<file path="src/design/tgsp_pkg.sv">
package tgsp_pkg;
    // Counter geometry and reset values
    localparam int          TGSP_CNT_W       = 16;
    localparam logic [15:0] TGSP_CNT_RST     = 16'h0000;
    localparam logic        TGSP_ARM_RST     = 1'b0;
    localparam logic        TGSP_LVL_RST     = 1'b0;
    localparam logic        TGSP_TOG_RST     = 1'b0;
    localparam logic [15:0] TGSP_CNT_ONE     = 16'h0001;

    // Single pulse sequencer
    typedef enum logic [1:0] {
        TGSP_IDLE,
        TGSP_ARMED,
        TGSP_OPEN
    } tgsp_state_e;
endpackage

</file>
<file path="src/design/tgsp_gate_if.sv">
`timescale 1ns/1ps
// Carries the cleaned gate level from the synchroniser to the control logic
interface tgsp_gate_if;
    logic gate_level;
    modport sync (output gate_level);
    modport ctrl (input  gate_level);
endinterface

</file>
<file path="src/design/tgsp_gate_ctrl.sv">
`timescale 1ns/1ps
// Behaviour
// - Single pulse gating applies only while the single-pulse enable is set
// - Once armed, counting opens at the next incrementing gate edge
// - Trailing gate edge clears arm/done, marking the pulse captured
// - With arm/done clear in single pulse mode, gate events do not count
// - Clearing single-pulse enable also clears arm/done
// - Toggle plus single pulse together count one full gate source cycle
// - Gate level status shows the most recent gate control level
// - Gate level status stays live even with gate count enable clear
module tgsp_gate_ctrl
    import tgsp_pkg::*;
(
    input  wire logic                              ref_clk,
    input  wire logic                              rst,
    input  wire logic                              gate_src,
    input  wire logic                              gate_invert,
    input  wire logic                              timer_on,
    input  wire logic                              gate_count_enable,
    input  wire logic                              gate_toggle_enable,
    input  wire logic                              gate_single_pulse_enable,
    input  wire logic                              gate_arm_set,
    input  wire logic                              count_clear,
    output logic                                   gate_arm_done,
    output logic                                   gate_level_status,
    output logic                                   count_active,
    output logic [tgsp_pkg::TGSP_CNT_W-1:0]        count_value
);
    import tgsp_pkg::*;

    // All block state in one packed register, filled by one comb process;
    // keeping it together makes the reset values easy to audit
    typedef struct packed {
        tgsp_state_e            sp;
        logic                   arm;
        logic                   tog;
        logic                   src_prev;
        logic                   gval;
        logic                   gval_prev;
        logic [TGSP_CNT_W-1:0]  cnt;
    } tgsp_ctrl_s;

    // Present and next copies of the state
    tgsp_ctrl_s st_ff;
    tgsp_ctrl_s nxt_st;

    // Cleaned gate level; the synchroniser owns its only driver
    tgsp_gate_if gate_bus ();

    // Pin crosses four flops here; all later logic sees a settled level,
    // at the price of a few cycles between pin and status
    tgsp_gate_sync u_sync (
        .ref_clk  (ref_clk),
        .rst      (rst),
        .gate_src (gate_src),
        .gate     (gate_bus)
    );

    // Leading edge of a level against its copy from one clock earlier
    function automatic logic rise_of(input logic cur, input logic prev);
        return cur & ~prev;
    endfunction

    // Trailing edge of a level against its copy from one clock earlier
    function automatic logic fall_of(input logic cur, input logic prev);
        return ~cur & prev;
    endfunction

    // Counter step; clear wins over counting so software reads a clean zero.
    // The counter wraps silently, there is no overflow flag in this block.
    function automatic logic [TGSP_CNT_W-1:0] next_count(
        input logic                  clr,
        input logic                  run,
        input logic [TGSP_CNT_W-1:0] cur
    );
        if (clr) begin
            return TGSP_CNT_RST;
        end else if (run) begin
            return cur + TGSP_CNT_ONE;
        end
        return cur;
    endfunction

    // Source level in active sense and its incrementing edge. The polarity
    // select sits behind the synchroniser, so flipping it mid-run reads as an
    // edge; change it only while the gate is not in use.
    logic src_act;
    logic src_rise;

    // Internal gate value before its register, and its two edges;
    // the edges feed the single pulse sequencer only
    logic gval_now;
    logic g_rise;
    logic g_fall;

    // Counting window for this cycle
    logic gate_open;

    // Active-sense source, then its incrementing edge
    assign src_act  = gate_bus.gate_level ^ gate_invert;
    assign src_rise = rise_of(src_act, st_ff.src_prev);

    // Gate value before the register; toggle form flips on each source rise,
    // so one internal pulse spans a whole source period and single pulse
    // mode can measure a full cycle
    always_comb begin
        if (gate_toggle_enable) begin
            gval_now = st_ff.tog ^ src_rise;
        end else begin
            gval_now = src_act;
        end
    end

    // Edges come from registered values, so each lasts exactly one cycle
    assign g_rise = rise_of(st_ff.gval, st_ff.gval_prev);
    assign g_fall = fall_of(st_ff.gval, st_ff.gval_prev);

    // Counting window. With gate counting off the timer runs freely; with
    // single pulse on it opens only for the one captured pulse, so a pulse
    // that comes while unarmed or already done is not counted
    always_comb begin
        if (!gate_count_enable) begin
            gate_open = 1'b1;
        end else if (gate_single_pulse_enable) begin
            gate_open = (st_ff.sp == TGSP_OPEN) & st_ff.gval;
        end else begin
            gate_open = st_ff.gval;
        end
    end

    // Next state: gate tracking first, then the sequencer, then the counter.
    // Everything is computed from the registered state, so a software write
    // and a gate edge in the same cycle resolve in one place.
    always_comb begin
        nxt_st           = st_ff;
        nxt_st.src_prev  = src_act;
        nxt_st.gval      = gval_now;
        nxt_st.gval_prev = st_ff.gval;

        // Toggle held low when off so enabling it starts from a known phase;
        // the first source rise after enabling then opens the gate
        if (gate_toggle_enable) begin
            nxt_st.tog = gval_now;
        end else begin
            nxt_st.tog = TGSP_TOG_RST;
        end

        // Single pulse sequencer: IDLE waits for software to arm, ARMED waits
        // for the incrementing gate edge, OPEN counts until the trailing edge.
        // Dropping the mode enable forces IDLE and clears arm at once.
        if (!gate_single_pulse_enable) begin
            nxt_st.sp  = TGSP_IDLE;
            nxt_st.arm = 1'b0;
        end else begin
            case (st_ff.sp)
                TGSP_IDLE: begin
                    // Arm only once the mode is on; an earlier set is dropped
                    if (gate_arm_set) begin
                        nxt_st.arm = 1'b1;
                        nxt_st.sp  = TGSP_ARMED;
                    end
                end

                TGSP_ARMED: begin
                    // Already armed, so a repeated set changes nothing;
                    // a gate already high must fall and rise again first
                    if (g_rise) begin
                        nxt_st.sp = TGSP_OPEN;
                    end
                end

                TGSP_OPEN: begin
                    // A set landing on the trailing edge wins and re-arms;
                    // a set while the pulse is still open just keeps arm high
                    if (gate_arm_set) begin
                        nxt_st.arm = 1'b1;
                        if (g_fall) begin
                            nxt_st.sp = TGSP_ARMED;
                        end else begin
                            nxt_st.sp = TGSP_OPEN;
                        end
                    end else if (g_fall) begin
                        nxt_st.arm = 1'b0;
                        nxt_st.sp  = TGSP_IDLE;
                    end
                end

                default: begin
                    // Unused code falls back to a safe idle
                    nxt_st.sp = TGSP_IDLE;
                end
            endcase
        end

        // Counter runs only while the timer is on and the window is open
        nxt_st.cnt = next_count(count_clear, timer_on && gate_open, st_ff.cnt);
    end

    // State register; every field resets to its package value, so with gate counting on
    // and no inversion the gate reads low and nothing counts until the pin has settled
    always_ff @(posedge ref_clk or posedge rst) begin
        if (rst) begin
            st_ff.sp        <= TGSP_IDLE;
            st_ff.arm       <= TGSP_ARM_RST;
            st_ff.tog       <= TGSP_TOG_RST;
            st_ff.src_prev  <= TGSP_LVL_RST;
            st_ff.gval      <= TGSP_LVL_RST;
            st_ff.gval_prev <= TGSP_LVL_RST;
            st_ff.cnt       <= TGSP_CNT_RST;
        end else begin
            st_ff <= nxt_st;
        end
    end

    // Flag, level and count straight from flops; the count qualifier is
    // combinational so it matches the cycle in which the counter steps
    assign gate_arm_done     = st_ff.arm;
    assign gate_level_status = st_ff.gval;
    assign count_active      = timer_on & gate_open;
    assign count_value       = st_ff.cnt;
endmodule // tgsp_gate_ctrl

</file>
<file path="src/design/tgsp_gate_sync.sv">
`timescale 1ns/1ps
module tgsp_gate_sync
    import tgsp_pkg::*;
(
    input  wire logic ref_clk,
    input  wire logic rst,
    input  wire logic gate_src,
    tgsp_gate_if.sync gate
);
    typedef struct packed {
        logic s1;
        logic s2;
        logic s3;
        logic lvl;
    } tgsp_sync_s;

    tgsp_sync_s st_ff;
    tgsp_sync_s nxt_st;

    // Level moves only once stages two and three agree, filtering metastable settling
    always_comb begin
        nxt_st    = st_ff;
        nxt_st.s1 = gate_src;
        nxt_st.s2 = st_ff.s1;
        nxt_st.s3 = st_ff.s2;
        if (st_ff.s2 == st_ff.s3) begin
            nxt_st.lvl = st_ff.s3;
        end
    end

    always_ff @(posedge ref_clk or posedge rst) begin
        if (rst) begin
            st_ff <= '0;
        end else begin
            st_ff <= nxt_st;
        end
    end

    assign gate.gate_level = st_ff.lvl;
endmodule // tgsp_gate_sync

</file>
<file path="config.mk">
export PLATFORM = sky130hd
export DESIGN_NAME = tgsp_gate_ctrl
export DESIGN_NICKNAME = d
export VERILOG_FILES = /design/src/design/tgsp_pkg.sv /design/src/design/tgsp_gate_if.sv /design/src/design/tgsp_gate_ctrl.sv /design/src/design/tgsp_gate_sync.sv
export SDC_FILE = /design/constraint.sdc
export NUM_CORES = 1
export LEC_CHECK = 0
export ABC_AREA = 0
export BUFFER_PORTS_ARGS = -buffer_cell sky130_fd_sc_hd__buf_2
export CAP_MARGIN = 40
export CELL_PAD_IN_SITES_DETAIL_PLACEMENT = 0
export CELL_PAD_IN_SITES_GLOBAL_PLACEMENT = 1
export CORE_MARGIN = 3
export CORE_UTILIZATION = 44
export DETAILED_ROUTE_END_ITERATION = 8
export PLACE_DENSITY_LB_ADDON = 0.05
export SLEW_MARGIN = 5
export SYNTH_ARGS = -nofsm -noshare
export SYNTH_HDL_FRONTEND = slang
export SYNTH_HIERARCHICAL = 1
export SYNTH_SLANG_ARGS = --single-unit
export TNS_END_PERCENT = 100
</file>
<file path="constraint.sdc">
create_clock -name ref_clk -period 3.95 [get_ports ref_clk]
set_input_delay 0 -clock ref_clk [delete_from_list [all_inputs] [get_ports ref_clk]]
set_output_delay 0 -clock ref_clk [all_outputs]
set_load 0.005 [all_outputs]
</file>
==> results.ini <==
[die]
start_util_pct=46.6
die_y_um=63.1
core_um2=3080
placementRows=20
die_area_um2=3980
die_w_um=63.1
ios=29

[critical_path]
crit_type=flop to flop
arrival_ps=2130
required_ps=4210
setup.worst_path.end_class=flop
r2r_slack_ps=2080
start_kind=flop
critPathMaxFanout=19

[logic_synthesis]
syn-num-nets=156
ys_warn_count=6
synth.avg_cell_area_um2=9.90
synth_seq_cells=27
synth_top_cell_by_area=dfrtp_1
ys_top_cells_by_area=dfrtp_1 (47%), buf_4 (8.4%), a21oi_1 (5.2%), o21ai_0 (3.1%), o31ai_1 (3.1%)
async_reset_ff_share_pct=100
synthesis.area_um2=1440
ys_seq_area_share_pct=47.1
synth_top_area_share_pct=47.1
synthCells=145
synth-edff-count=0
synth_cell_types=35
ys.flop_type=dfrtp_1

[placed_design]
place_inst=198
io_buffers=28
pre_cts_slack_ps=2140
routabilityCongestion=0.764
dpl.hpwl_mm=1.98

[global_routing]
grt_pass1_wl_mm=4.77
grt_max_degree=20
grt_usage_pct=14.8
overflow=0
antenna_found_initial=0
first_global_vias=1055

[clock_tree]
post_cts_buffers=0
postCtsHoldBufs=6
ctsResizeCount=0
root_buffer=clkbuf_4
cts_tree=done
cts_buffers=3
htree_num_levels=1
clk_path_buf_depth=2
clkTransAtPathRegs_ps=160
cts.sinks=27
clock_latency_ps=330

[power]
leakage_nw=0.721
ir_drop_mv=0.216
total_power_uw=509
cellPowerDensity_nw_per_um2=318

[drt]
routed_via_density=5.16
num_vias=1074
top_layer_used=met4
routedWlPerCell_um=13.2
routedLengthMet1_mm=1.37
antenna_left=0
drt-total-wl_mm=2.75
drc=0
drt_iter0_drc=32
wl_met2_mm=1.24
first_pass_iters=4
route.met3.wl_um=115

[sta]
final_hold_viol_count=0
relSlewSlack_pct=60.7
fin_tns_setup_ps=0
setup_viol=0
max_freq_mhz=535
final.setup_skew_ps=8.72
rsz0062_at_grt=no
worstMarginPinSlew_ps=589
period_minus_slack_ps=1870
setup_slack_ps=2080
fin_crit_sh_pct=47.3
slew_viol_final=0

[final_layout]
nets=176
final_cell_mix=buf_2 (28), dfrtp_1 (27), a21oi_1 (15)
antenna_cells=0
nFillCells=303
fin_cells=208
layout-drive-gt1-share_pct=25.6
mostFrequentLayoutCell=buf_2
seq_area_um2=676
multiInputGateArea_um2=589
area_delta_synth_final_pct=11.4

[flow_run]
max_cap_viol_count=0

[outcome]
status=finished clean

[hold_path]
hold_path.class=input port to flop

worst max-delay path, cell delays in order (launching register included):
cell	delay, ps
dfrtp_1	450
nor2b_4	170
o221ai_2	260
buf_6	250
or4_1	500
a21oi_1	160
layout make-up:
type	count	area share, %
sequential	27	42.3
multi-input combinational	91	36.9
timing repair buffer	36	14.2
tap	44	3.44
clock buffer	3	1.41
inverter	6	1.41
clock inverter	1	0.469
report_power, final:
group	switching (mW)	internal, mW	leakage [nW]
combinational	0.0389	0.0359	0.349
sequential	0.0173	0.293	0.358
clock	0.0851	0.0387	0.0139
total	0.141	0.368	0.721
cells by family (layout without fill, tap and decap cells):
logic type      Yosys count  in the layout  share of synthesized area (%)
compound gates           33             33                           13.6
flops                    27             27                           47.1
simple gates             50             50                           21.7
mux                       3              3                           2.27
buf+inv                  27             46                           11.9
fa+ha+maj                 2              2                           1.66
xor+xnor                  3              3                           1.83
synthesized netlist by cell type, types with 2 or more instances:
cell type  count
dfrtp_1       27
buf_4         16
a21oi_1       15
nand2_1        9
o21ai_0        9
inv_1          6
o31ai_1        6
or3_1          6
or4_1          6
nand3_1        4
nor2_1         4
nor2b_1        4
and4_1         3
xor2_1         3
and2_1         2
clkbuf_1       2
mux2_2         2
nand2b_1       2
nand3_2        2
nand4_1        2
path summary, 6_finish.rpt:
| kind | startpoint | endpoint | cells past startpoint |
|---|---|---|---|
| setup / recovery | st_ff[21] | count_value[6] | 5 |
| hold / removal | count_clear | count_value[1] | 2 |
| setup reg to reg | st_ff[21] | count_value[6] | 5 |
| hold reg to reg | u_sync/nxt_st[2] | u_sync/nxt_st[1] | 0 |
| max in group asynchronous | rst | count_value[11] | 4 |
| min in group asynchronous | rst | u_sync/st_ff[1] | 3 |
registers in the layout, indices dropped and copies added (netlist names):
name                    count
gate_level_status           1
st_ff                       5
u_sync/nxt_st               2
gate_arm_done               1
u_sync/gate.gate_level      1
count_value                16
u_sync/st_ff                1
layer usage:
| metal | track usage [%] | vias to the layer above |
|---|---|---|
| li1 | - | 541 |
| met1 | 20.3 | 507 |
| met2 | 24.2 | 24 |
| met3 | 2.67 | 2 |
| met4 | 3.58 | 0 |
| met5 | 0 | - |
per-stage QoR:
step                utilization (%)  hold slack, ps  area, um2
CTS                            52.0            34.5       1600
global route                   52.0            47.2       1600
global placement               48.2            -115       1480
finish                         52.0            40.3       1600
floorplan                         -            -234       1440
detailed placement             49.0            -105       1510
Note: power is estimated with default switching activity, not from simulation.
